File: config.mk
export PLATFORM = sky130hd
export DESIGN_NAME = charger_control
export DESIGN_NICKNAME = d
export VERILOG_FILES = /design/src/include/charger_pkg.sv /design/src/hdl/pulse_timer.sv /design/src/hdl/charger_control.sv
export SDC_FILE = /design/constraint.sdc
export NUM_CORES = 1
export LEC_CHECK = 0
export BUFFER_PORTS_ARGS = -buffer_cell sky130_fd_sc_hd__buf_2
export CORE_ASPECT_RATIO = 0.8
export CORE_MARGIN = 3
export CORE_UTILIZATION = 25
export DETAILED_ROUTE_END_ITERATION = 12
export PLACE_DENSITY = 0.49
export SYNTH_ARGS = -nofsm -noshare
export SYNTH_HDL_FRONTEND = slang
export SYNTH_SLANG_ARGS = --single-unit
File: constraint.sdc
create_clock -name i_ref_clk -period 2.22 [get_ports i_ref_clk]
set_input_delay 0.333 -clock i_ref_clk [delete_from_list [all_inputs] [get_ports i_ref_clk]]
set_output_delay 0.333 -clock i_ref_clk [all_outputs]
set_load 0.005 [all_outputs]
File: src/include/charger_pkg.sv
// constants shared by the charger control and status logic
package charger_pkg;
	localparam int unsigned CLK_HZ = 50_000_000;
	// register offsets
	localparam logic [7:0] OFS_INPUT_CURRENT_LIMIT = 8'h00;
	localparam logic [7:0] OFS_SYSTEM_CONTROL = 8'h03;
	localparam logic [7:0] OFS_STATUS = 8'h0b;
	// field positions
	localparam int unsigned BIT_BOOST_EN = 5;
	localparam int unsigned BIT_CHARGE_EN = 4;
	localparam int unsigned BIT_INPUT_LIMIT_PIN_ENABLE = 6;
	localparam int unsigned BIT_STATUS_PIN_DISABLE = 6;
	// reset values
	localparam logic [7:0] RST_INPUT_CURRENT_LIMIT = 8'h48;
	localparam logic [7:0] RST_SYSTEM_CONTROL = 8'h1a;
	// system voltage floor and thermal threshold codes
	localparam logic [7:0] MIN_SYS_MV_DEFAULT = 8'h23;
	localparam logic [7:0] THERMAL_C_DEFAULT = 8'h78;
	// timing
	localparam int unsigned INT_PULSE_US = 256;
	localparam int unsigned INT_PULSE_CYCLES = INT_PULSE_US * (CLK_HZ / 1_000_000);
	localparam int unsigned BLINK_HZ = 1;
	localparam int unsigned BLINK_HALF_CYCLES = CLK_HZ / (2 * BLINK_HZ);
	// charge phases
	typedef enum logic [2:0] {
		PH_IDLE = 3'b000,
		PH_PRE = 3'b001,
		PH_CC = 3'b011,
		PH_CV = 3'b010,
		PH_DONE = 3'b110
	} phase_t;
	// input source classes
	typedef enum logic [1:0] {
		SRC_SDP = 2'h0,
		SRC_CDP = 2'h1,
		SRC_DCP = 2'h2,
		SRC_ADAPTER = 2'h3
	} source_t;
endpackage

File: src/hdl/pulse_timer.sv
// one-shot low pulse timer that ignores triggers while running
`timescale 1ns/1ps
`default_nettype none
module pulse_timer #(
	parameter int unsigned CYCLES = 12800
) (
	// clock and reset
	input wire logic i_ref_clk,
	input wire logic i_reset_n,
	// trigger and pulse
	input wire logic i_trigger,
	output logic o_active
);
	localparam int unsigned CW = $clog2(CYCLES + 1);
	logic [CW-1:0] count_r;

	always_ff @(posedge i_ref_clk or negedge i_reset_n)
	begin
		if (!i_reset_n)
			count_r <= '0;
		else if (count_r != '0)
			count_r <= count_r - 1'b1;
		else if (i_trigger)
			count_r <= CW'(CYCLES);
	end

	assign o_active = (count_r != '0);

	a_pulse_width: assert property (@(posedge i_ref_clk) disable iff (!i_reset_n)
		$rose(o_active) |-> o_active [*8]) else $error("pulse too short");
	a_no_retrigger: assert property (@(posedge i_ref_clk) disable iff (!i_reset_n)
		o_active && i_trigger && (count_r > CW'(1)) |=> (count_r < $past(count_r)))
		else $error("pulse retriggered");
	c_pulse_seen: cover property (@(posedge i_ref_clk) disable iff (!i_reset_n) $fell(o_active));
endmodule
`default_nettype wire

File: src/hdl/charger_control.sv
// control and status sequencer of the single-cell charger
// How it works
// - status pin low while charging, else released
// - any fault makes status pin blink 1 Hz
// - status-pin-disable bit releases the status pin
// - status change or fault gives 256 us alert
// - boost needs control bit 5 and pin high
// - charging needs control bit 4 and pin low
// - input limit is smaller of pin and register
// - pin enable bit 6 clear uses register limit only
// - autonomous precondition, constant current, constant voltage phases
// - terminate in constant voltage below termination current
// - recharge when full battery falls below threshold
// - input limit reached cuts charge current first
// - load past zero charge enters supplement mode
// - system floor above battery, default minimum
// - over thermal threshold reduces charge current
// - classify source from data-line detection result
`timescale 1ns/1ps
`default_nettype none
module charger_control #(
	parameter int unsigned INT_CYCLES = charger_pkg::INT_PULSE_CYCLES,
	parameter int unsigned BLINK_HALF = charger_pkg::BLINK_HALF_CYCLES,
	parameter int unsigned LIM_W = 6
) (
	// clock and reset
	input wire logic i_ref_clk,
	input wire logic i_reset_n,
	// register port
	input wire logic i_reg_wr,
	input wire logic i_reg_rd,
	input wire logic [7:0] i_reg_addr,
	input wire logic [7:0] i_reg_wdata,
	output logic [7:0] o_reg_rdata,
	// control pins
	input wire logic i_boost_enable_pin,
	input wire logic i_charge_enable_n,
	input wire logic [LIM_W-1:0] i_input_limit_resistor_pin,
	// analog comparator results
	input wire logic i_bat_below_pre,
	input wire logic i_bat_below_cv,
	input wire logic i_bat_below_recharge,
	input wire logic i_chg_below_term,
	input wire logic i_input_limit_hit,
	input wire logic i_sys_load_rising,
	input wire logic i_over_thermal,
	input wire logic i_fault,
	input wire logic [1:0] i_detect_result,
	input wire logic [7:0] i_min_sys_code,
	input wire logic [7:0] i_thermal_code,
	// regulation controls
	output logic o_boost_en,
	output logic o_charge_en,
	output logic [LIM_W-1:0] o_input_limit,
	output logic o_charge_reduce,
	output logic o_charge_zero,
	output logic o_supplement,
	output logic [7:0] o_min_sys_target,
	output logic [7:0] o_thermal_target,
	output logic [2:0] o_phase,
	output logic [1:0] o_source,
	// open-drain status and alert
	output logic o_stat_out,
	output logic o_stat_oe,
	output logic o_int_out,
	output logic o_int_oe
);
	logic [7:0] lim_reg_r;
	logic [7:0] sysctl_reg_r;
	charger_pkg::phase_t phase_r;
	charger_pkg::phase_t phase_nxt;
	charger_pkg::source_t source_r;
	logic [LIM_W-1:0] limit_r;
	logic boost_r;
	logic charge_r;
	logic reduce_r;
	logic zero_r;
	logic supp_r;
	logic [7:0] minsys_r;
	logic [7:0] therm_r;
	logic [31:0] blink_cnt_r;
	logic blink_r;
	logic charging_prev_r;
	logic fault_prev_r;
	logic [7:0] rdata_r;
	logic charging;
	logic int_trigger;
	logic int_active;
	logic charge_allowed;

	// registers
	always_ff @(posedge i_ref_clk or negedge i_reset_n)
	begin
		if (!i_reset_n)
		begin
			lim_reg_r <= charger_pkg::RST_INPUT_CURRENT_LIMIT;
			sysctl_reg_r <= charger_pkg::RST_SYSTEM_CONTROL;
		end
		else if (i_reg_wr)
		begin
			if (i_reg_addr == charger_pkg::OFS_INPUT_CURRENT_LIMIT)
				lim_reg_r <= i_reg_wdata;
			else if (i_reg_addr == charger_pkg::OFS_SYSTEM_CONTROL)
				sysctl_reg_r <= i_reg_wdata;
		end
	end

	// read data, unmapped reads zero
	always_ff @(posedge i_ref_clk or negedge i_reset_n)
	begin
		if (!i_reset_n)
			rdata_r <= 8'h00;
		else if (i_reg_rd)
		begin
			if (i_reg_addr == charger_pkg::OFS_INPUT_CURRENT_LIMIT)
				rdata_r <= lim_reg_r;
			else if (i_reg_addr == charger_pkg::OFS_SYSTEM_CONTROL)
				rdata_r <= sysctl_reg_r;
			else if (i_reg_addr == charger_pkg::OFS_STATUS)
				rdata_r <= {source_r, i_fault, supp_r, zero_r, 3'(phase_r)};
			else
				rdata_r <= 8'h00;
		end
	end
	assign o_reg_rdata = rdata_r;

	// enables; the charge pin is trusted to be driven, never floating
	assign charge_allowed = sysctl_reg_r[charger_pkg::BIT_CHARGE_EN] && !i_charge_enable_n;
	always_ff @(posedge i_ref_clk or negedge i_reset_n)
	begin
		if (!i_reset_n)
		begin
			boost_r <= 1'b0;
			charge_r <= 1'b0;
		end
		else
		begin
			boost_r <= sysctl_reg_r[charger_pkg::BIT_BOOST_EN] && i_boost_enable_pin;
			charge_r <= charge_allowed && (phase_r != charger_pkg::PH_DONE);
		end
	end

	// effective input limit
	always_ff @(posedge i_ref_clk or negedge i_reset_n)
	begin
		if (!i_reset_n)
			limit_r <= '0;
		else if (!lim_reg_r[charger_pkg::BIT_INPUT_LIMIT_PIN_ENABLE])
			limit_r <= lim_reg_r[LIM_W-1:0];
		else if (i_input_limit_resistor_pin < lim_reg_r[LIM_W-1:0])
			limit_r <= i_input_limit_resistor_pin;
		else
			limit_r <= lim_reg_r[LIM_W-1:0];
	end

	// charge phase sequencing
	always_comb
	begin
		phase_nxt = phase_r;
		case (phase_r)
			charger_pkg::PH_IDLE:
				phase_nxt = charger_pkg::PH_PRE;
			charger_pkg::PH_PRE:
				if (!i_bat_below_pre)
					phase_nxt = charger_pkg::PH_CC;
			charger_pkg::PH_CC:
				if (i_bat_below_pre)
					phase_nxt = charger_pkg::PH_PRE;
				else if (!i_bat_below_cv)
					phase_nxt = charger_pkg::PH_CV;
			charger_pkg::PH_CV:
				if (i_chg_below_term)
					phase_nxt = charger_pkg::PH_DONE;
			charger_pkg::PH_DONE:
				if (i_bat_below_recharge)
					phase_nxt = charger_pkg::PH_PRE;
			default:
				phase_nxt = charger_pkg::PH_IDLE;
		endcase
	end

	always_ff @(posedge i_ref_clk or negedge i_reset_n)
	begin
		if (!i_reset_n)
			phase_r <= charger_pkg::PH_IDLE;
		else if (!charge_allowed)
			phase_r <= charger_pkg::PH_IDLE;
		else
			phase_r <= phase_nxt;
	end

	// power path priority: charge current goes first, battery only after
	always_ff @(posedge i_ref_clk or negedge i_reset_n)
	begin
		if (!i_reset_n)
		begin
			reduce_r <= 1'b0;
			zero_r <= 1'b0;
			supp_r <= 1'b0;
		end
		else
		begin
			reduce_r <= i_input_limit_hit || i_over_thermal;
			zero_r <= i_input_limit_hit && (reduce_r || zero_r);
			supp_r <= i_input_limit_hit && zero_r && (i_sys_load_rising || supp_r);
		end
	end

	// regulation targets; zero code keeps the defaults
	always_ff @(posedge i_ref_clk or negedge i_reset_n)
	begin
		if (!i_reset_n)
		begin
			minsys_r <= charger_pkg::MIN_SYS_MV_DEFAULT;
			therm_r <= charger_pkg::THERMAL_C_DEFAULT;
		end
		else
		begin
			minsys_r <= (i_min_sys_code == 8'h00) ? charger_pkg::MIN_SYS_MV_DEFAULT : i_min_sys_code;
			therm_r <= (i_thermal_code == 8'h00) ? charger_pkg::THERMAL_C_DEFAULT : i_thermal_code;
		end
	end

	// source classification
	always_ff @(posedge i_ref_clk or negedge i_reset_n)
	begin
		if (!i_reset_n)
			source_r <= charger_pkg::SRC_SDP;
		else
			source_r <= charger_pkg::source_t'(i_detect_result);
	end

	// blink divider, free running so halves stay equal
	always_ff @(posedge i_ref_clk or negedge i_reset_n)
	begin
		if (!i_reset_n)
		begin
			blink_cnt_r <= 32'h0;
			blink_r <= 1'b0;
		end
		else if (blink_cnt_r >= 32'(BLINK_HALF - 1))
		begin
			blink_cnt_r <= 32'h0;
			blink_r <= ~blink_r;
		end
		else
			blink_cnt_r <= blink_cnt_r + 32'h1;
	end

	// status pin: low pulls the line, release lets it float high
	assign charging = charge_r && (phase_r != charger_pkg::PH_IDLE);
	always_ff @(posedge i_ref_clk or negedge i_reset_n)
	begin
		if (!i_reset_n)
			o_stat_oe <= 1'b0;
		else if (sysctl_reg_r[charger_pkg::BIT_STATUS_PIN_DISABLE])
			o_stat_oe <= 1'b0;
		else if (i_fault)
			o_stat_oe <= blink_r;
		else
			o_stat_oe <= charging;
	end
	assign o_stat_out = 1'b0;

	// alert on status change or fault
	always_ff @(posedge i_ref_clk or negedge i_reset_n)
	begin
		if (!i_reset_n)
		begin
			charging_prev_r <= 1'b0;
			fault_prev_r <= 1'b0;
		end
		else
		begin
			charging_prev_r <= charging;
			fault_prev_r <= i_fault;
		end
	end
	assign int_trigger = (charging != charging_prev_r) || (i_fault && !fault_prev_r);

	pulse_timer #(
		.CYCLES(INT_CYCLES)
	) u_int_timer (
		.i_ref_clk(i_ref_clk),
		.i_reset_n(i_reset_n),
		.i_trigger(int_trigger),
		.o_active(int_active)
	);
	assign o_int_out = 1'b0;
	assign o_int_oe = int_active;

	assign o_boost_en = boost_r;
	assign o_charge_en = charge_r;
	assign o_input_limit = limit_r;
	assign o_charge_reduce = reduce_r;
	assign o_charge_zero = zero_r;
	assign o_supplement = supp_r;
	assign o_min_sys_target = minsys_r;
	assign o_thermal_target = therm_r;
	assign o_phase = 3'(phase_r);
	assign o_source = 2'(source_r);

	a_boost_gate: assert property (@(posedge i_ref_clk) disable iff (!i_reset_n)
		o_boost_en |-> $past(sysctl_reg_r[charger_pkg::BIT_BOOST_EN] && i_boost_enable_pin))
		else $error("boost without both enables");
	a_charge_gate: assert property (@(posedge i_ref_clk) disable iff (!i_reset_n)
		o_charge_en |-> $past(charge_allowed)) else $error("charge without both enables");
	a_limit_min: assert property (@(posedge i_ref_clk) disable iff (!i_reset_n)
		##1 (o_input_limit <= $past(lim_reg_r[LIM_W-1:0]))) else $error("limit above register");
	a_limit_nopin: assert property (@(posedge i_ref_clk) disable iff (!i_reset_n)
		!lim_reg_r[charger_pkg::BIT_INPUT_LIMIT_PIN_ENABLE] ##1
		!$past(lim_reg_r[charger_pkg::BIT_INPUT_LIMIT_PIN_ENABLE]) |->
		o_input_limit == $past(lim_reg_r[LIM_W-1:0])) else $error("pin limit used");
	a_term_cv: assert property (@(posedge i_ref_clk) disable iff (!i_reset_n)
		phase_r == charger_pkg::PH_CV && i_chg_below_term && charge_allowed |=>
		phase_r == charger_pkg::PH_DONE) else $error("no termination");
	a_recharge_go: assert property (@(posedge i_ref_clk) disable iff (!i_reset_n)
		phase_r == charger_pkg::PH_DONE && i_bat_below_recharge && charge_allowed |=>
		phase_r == charger_pkg::PH_PRE) else $error("no recharge");
	a_supp_order: assert property (@(posedge i_ref_clk) disable iff (!i_reset_n)
		$rose(o_supplement) |-> $past(o_charge_zero)) else $error("supplement before zero");
	a_stat_disable: assert property (@(posedge i_ref_clk) disable iff (!i_reset_n)
		sysctl_reg_r[charger_pkg::BIT_STATUS_PIN_DISABLE] |=> !o_stat_oe)
		else $error("status pin driven while disabled");
	a_stat_charge: assert property (@(posedge i_ref_clk) disable iff (!i_reset_n)
		!sysctl_reg_r[charger_pkg::BIT_STATUS_PIN_DISABLE] && !i_fault |=> o_stat_oe == $past(charging))
		else $error("status pin wrong level");
	a_int_fault: assert property (@(posedge i_ref_clk) disable iff (!i_reset_n)
		int_trigger && !int_active |=> o_int_oe) else $error("alert missing");
	c_full_cycle: cover property (@(posedge i_ref_clk) disable iff (!i_reset_n)
		phase_r == charger_pkg::PH_CV ##1 phase_r == charger_pkg::PH_DONE);
	c_recharge: cover property (@(posedge i_ref_clk) disable iff (!i_reset_n)
		phase_r == charger_pkg::PH_DONE ##1 phase_r == charger_pkg::PH_PRE);
	c_supplement: cover property (@(posedge i_ref_clk) disable iff (!i_reset_n) $rose(o_supplement));
	c_blink: cover property (@(posedge i_ref_clk) disable iff (!i_reset_n) i_fault && $rose(o_stat_oe));
endmodule
`default_nettype wire

Word level (Yosys, flattened, before mapping)

Index checks and enable logic that the tools add are counted.

Flip-flop bits (word level): 106
Word-level logic and storage cells: 80
Bits of input ports: 54
Output and inout bits: 44

Add/sub/neg operators: 2
Reduce and logical (&&, ||, !) cells: 24
Bitwise gates (word level): 2
Equality and inequality tests: 12
Magnitude comparators: 2
Muxes and demuxes: 19

Operators by type and width:

| kind                    | count |
|---|---|
| $mux W8                 | 5 |
| $add A32 B1 Y32 const B | 1 |
| $ge A32 B25 Y1 const B  | 1 |
| $mux W32                | 1 |
| $mux W14                | 2 |
| $logic_not A8 Y1        | 3 |
| $mux W3                 | 6 |
| $pmux W3 S5             | 1 |
| $reduce_bool A14 Y1     | 1 |
| $sub A14 B1 Y14 const B | 1 |
| $mux W6                 | 2 |
| $ne A3 B3 Y1 const B    | 4 |
| $eq A8 B2 Y1 const B    | 1 |
| $eq A8 B4 Y1 const B    | 1 |
| $logic_and A1 B1 Y1     | 8 |
| $eq A3 B2 Y1 const B    | 2 |
| $lt A6 B6 Y1            | 1 |
| $logic_or A1 B1 Y1      | 4 |
| $ne A4 B4 Y1 const B    | 1 |
| $reduce_and A4 Y1       | 1 |
| $eq A3 B1 Y1 const B    | 1 |
| $eq A3 B3 Y1 const B    | 1 |
| $logic_not A3 Y1        | 1 |
| $reduce_and A3 Y1       | 1 |
| 7 further kinds         | 10 |

Depth between registers and ports, before layout

Depth after elaboration: 6
Mapped depth: 8
Depth with buffers taken out: 7

Modules after synthesis

A second synthesis with hierarchy kept.

Cell total of the unflattened synthesis: 476
Area, all modules: 5074.9 µm²

Modules (own cells, without submodules):

| module          | cells each | instances | seq. area each (µm²) | area an instance (µm²) |
|---|---|---|---|---|
| charger_control | 398        | 1         | 2317.2               | 4296.6 |
| pulse_timer     | 78         | 1         | 350.3                | 778.2 |

Worst setup path before layout

Ideal clock, no wire load.

Kind: register to register
Start point: reg u_int_timer.count_r[0]
End point: reg u_int_timer.count_r[0]
Setup time: 0.065 ns
Period minus slack after synthesis: 2.224 ns
Data arrival time: 2.159 ns
Required time: 2.155 ns
Path slack: -0.004 ns
Cell stages (with the launch flop): 8
Path buffers: 1
Cell sequence: dfrtp_1 -> inv_1 -> ha_1 -> or4b_1 -> or3_1 -> buf_2 -> nor4_4 -> mux2_2

Longest elaborated chain between the ends: 2
Elaborated cells between the ends (all ways): 4
Those cells by class: add/sub (1); mux (1); reduce/logical (2)

Ends and longest elaborated chain:

| element                                                       | line                                 | RTL |
|---|---|---|
| start, declared                                               | pulse_timer.sv:15                    | `logic [CW-1:0] count_r;` |
| start signal, assigned                                        | pulse_timer.sv:22                    | `count_r <= count_r - 1'b1;` |
| start signal, assigned                                        | pulse_timer.sv:24                    | `count_r <= CW'(CYCLES);` |
| $sub A14 B1 Y14 / $reduce_bool A14 Y1 (equally long branches) | pulse_timer.sv:22, pulse_timer.sv:21 |  |
| $mux W14 / $reduce_bool A2 Y1 (equally long branches)         | n/a                                  |  |

Parallel ways exist; a longest one is shown, timed or not.
A chain may end at the register's enable or synchronous reset.

Final worst setup path

Start point: reg u_int_timer.count_r[1]
End point: out o_int_oe

Longest elaborated chain between the ends: 1

Ends and longest elaborated chain:

| element             | line                  | RTL |
|---|---|---|
| $reduce_bool A14 Y1 | pulse_timer.sv:27     | `assign o_active = (count_r != '0);` |
| end, declared       | charger_control.sv:66 | `output logic o_int_oe` |

Every way passes these cells.

==> summary by stage <==
Logic synthesis
The fraction of registers with async set/reset is between 90% and 100%. For this run, the leading register cell type out of synthesis is sky130_fd_sc_hd__dfrtp_1. The cell area that synthesis handed to floorplanning was roughly 0.0049 mm^2. The post-synthesis area per instance is approximately 11 um^2. The yosys synthesis warning count is 0. In this run, synthesis inferred 0 flip-flops with an integrated enable. The flip-flop and latch count after synthesis is approximately 110. The number of library cell types mapped by synthesis is just under 60. After technology mapping, the gate count stands at approximately 450. Of the synthesized area, sequential elements account for between 50% and 60%.

CTS
The H-tree depth is 3. The clock latency of the later-clocked register in the worst-skew pair is approximately 350 ps. The clock net sink count is about 110.

TritonCTS built the clock tree. The cell at the root of the clock tree is sky130_fd_sc_hd__clkbuf_16. The longest clock path from root to sink contains 2 buffers.

Clock tree synthesis inserted a total of 9 buffers. The clock-pin transition on the worst setup and hold timing paths is approximately 70 ps.

Pwr
In this run the static leakage power is between 2 and 3 nW. The worst-case vdd ir drop is 0.0003093 V. The total power density per cell area is 655.5 mW/mm^2.

Global routing
The initial antenna violation count was 0. The number of global-route vias before repair is slightly above 4000. Global routing finished with a remaining overflow of 0. Entering global routing, the biggest net connects 39 pins. The first global-routing pass estimated between 15 and 20 mm of wire. The global routing usage summed across all routing layers is between 10 and 15%.

Die
The number of placement rows is between 40 and 50. The floorplan step set the die height to ~130 um. The area of the core is between 0.015 and 0.02 mm^2. The floorplan step defined a die boundary enclosing around 0.021 mm^2. just under 100 I/O pins were placed. The die extent in x is 162.8 um. Once the floorplan was initialized, standard cells occupied between 20% and 30% of the core.

Place
The instance area after placement is 0.005817 mm^2. The number of input and output port buffers inserted is 95. At the placement stage, the worst setup path has a slack of -37.74 ps. The congestion estimate from routability-driven global placement came to 0.8129. The HPWL after detailed placement is 8.485 mm.

Critical path
The critical path data arrival time is ~2000 ps. The sort of element at the end of the critical path is an output pin. The critical path is of the flop to output pin type. The worst reg2reg path startpoint is u_int_timer.count_r[1]. Counting cells, the worst reg-to-reg path comes to 8. The worst setup path is launched from a flop. The maximum fanout encountered on the critical timing path is 2. Setup slack on the worst reg-to-reg path comes out at -30 ps.

The endpoint identified for the worst register-to-register timing path is u_int_timer.count_r[13]. The worst endpoint required time is 1890 ps.

Detailed routing
The count of nets left with antenna violations once routing finished came out at 0. After detailed routing, the number of remaining DRC violations is 0. The detail-routed via count per cell is about 4.6. The total iterations of the first detailed-routing run is 6. In the final routed layout, each cell accounts on average for 14.02 um. Summed over all layers, the routed wires come to 11.66 mm.

The violation count after the first detailed-route iteration is 200. The final route contains around 3800 vias.

Hold path
The endpoint of the worst hold-timing path is o_source[1]. The worst hold path depth is 1. The tightest min-delay check is of the input pin to flop type. The worst hold path begins at i_detect_result[1].

Cells and area
The final layout net count is 630. The diode insertion count for antenna repair is 0. The finished cells cover ~0.0063 mm^2.

Relative to the synthesized area, the layout overhead comes to 27.60%. The final design utilization is about 33%. Cells with a size suffix above 1 make up about a third of the layout.

Timing
The transition time at the pin with the least slew margin is about 570 ps. The count of endpoints failing setup in the final report is 5. For this run, the top clock speed supported by timing is between 400 and 500 MHz. The hold violation count in the final report is 0. The time the worst path needs with I/O delays and setup is ~2400 ps. The final worst setup slack is -141.6 ps. On the final layout, the worst clock skew is 9.609 ps. The worst pin sits at a relative slew slack of between 60 and 70%. Setup repair after global routing could not meet its margin everywhere. The final critical path takes up 106.4% of the cycle. The max-slew violation count is 0. Adding up every negative setup slack in the final design gives -238.8 ps.

Run status
The run finished, with violations left. The final reports fail on negative setup slack.

Run
Max-cap violations in this run came to 0.
sequential cells by signal, summed over array words and instances, names as in the netlist, 2 cells and up:
name / flops
blink_cnt_r: 32
lim_reg_r: 8
o_input_limit: 6
o_min_sys_target: 8
o_phase: 3
o_reg_rdata: 8
o_source: 2
o_thermal_target: 8
sysctl_reg_r: 8
u_int_timer.count_r: 14
layout by cell type (no fill, tap or decap), types with 14 or more instances in the layout:
| master | n |
|---|---|
| sky130_fd_sc_hd__a21oi_1 | 15 |
| sky130_fd_sc_hd__inv_1 | 22 |
| sky130_fd_sc_hd__mux2_2 | 24 |
| sky130_fd_sc_hd__nor3_1 | 25 |
| sky130_fd_sc_hd__buf_4 | 30 |
| sky130_fd_sc_hd__nor2_1 | 21 |
| sky130_fd_sc_hd__buf_2 | 93 |
| sky130_fd_sc_hd__nand2_1 | 22 |
| sky130_fd_sc_hd__dfrtp_1 | 94 |
| sky130_fd_sc_hd__o21ai_0 | 14 |
| sky130_fd_sc_hd__xnor2_1 | 17 |
logic make-up (layout without fill, tap and decap cells):
family	after synthesis	in the layout	synth area share (%)
buffers and inverters	54	168	4.528
muxes	24	24	5.495
AOI/OAI and AO/OA	93	93	13.69
xor gates and xnor gates	21	21	3.739
other	1	9	0.07624
adders and majority gates	7	7	1.781
and+or+nand+nor	146	146	16.46
DFF	106	106	54.24
layout make-up:
cell class | instances | area [um^2]
inverter | 25 | 93.84
multi-input combinational | 300 | 2112
clock buffer | 11 | 232.7
timing repair buffer | 127 | 743.2
tap | 258 | 322.8
fill | 1984 | 12870
clock inverter | 5 | 103.9
sequential | 106 | 2668
synthesized netlist by cell type, drive strengths merged, types with 12 or more instances:
master	count	share of area [%]
nor3	25	2.5
nor4	13	2.0
mux2	24	5.5
clkbuf	20	1.5
dfstp	12	6.4
o21ai	16	1.6
nor2	22	1.7
nand3	12	1.2
nand2	22	1.7
dfrtp	94	48
a21oi	15	1.5
inv	25	1.9
xnor2	17	3.0
power breakdown:
part	internal (mW)	switching, mW
clock	1.11	0.714
sequential	1.99	0.0309
combinational	0.120	0.148
total	3.22	0.893
how the worst max path moves through the flow:
stage / slack, ps / cells after the start / start / endpoint
floorplan: 30 / 7 / u_int_timer.count_r[0] / u_int_timer.count_r[0]
global placement: 60 / 6 / u_int_timer.count_r[0] / u_int_timer.count_r[0]
detailed placement: -40 / 6 / u_int_timer.count_r[0] / u_int_timer.count_r[0]
CTS: -240 / 5 / u_int_timer.count_r[8] / o_int_oe
global route: -230 / 7 / u_int_timer.count_r[1] / o_int_oe
finish: -140 / 7 / u_int_timer.count_r[1] / o_int_oe
metrics by stage:
step	cells	hold slack, ps	total power [mW]
floorplan	460	37.41	2.167
global placement	808	319.0	2.327
detailed placement	808	319.8	2.333
CTS	832	77.50	4.185
global route	832	80.59	4.299
finish	832	91.48	4.114
layer usage:
layer	track usage, %	vias to the layer above	wire [um]
met5	0	-	0
met4	3.288	0	146
met3	2.836	13	432
met2	17.49	73	5272
met1	15.72	1877	5809
li1	-	1877	-
worst max-delay path, stage by stage (launching register included):
cell and delay [ps]:
sky130_fd_sc_hd__dfrtp_1 400, sky130_fd_sc_hd__inv_2 70, sky130_fd_sc_hd__ha_4 140, sky130_fd_sc_hd__or4b_4 460, sky130_fd_sc_hd__or3_4 360, sky130_fd_sc_hd__nor2_4 100, sky130_fd_sc_hd__inv_2 50, sky130_fd_sc_hd__buf_6 110
what timing repair did:
item,in CTS,in global routing
hold buffers,1,0
pin swaps,9,3
resized for setup,4,9
endpoints found under the setup margin,6,15
gates cloned,0,0
endpoints found under the hold margin,30,0
setup buffers,7,0
No activity file was read; power rests on OpenSTA's default activity.
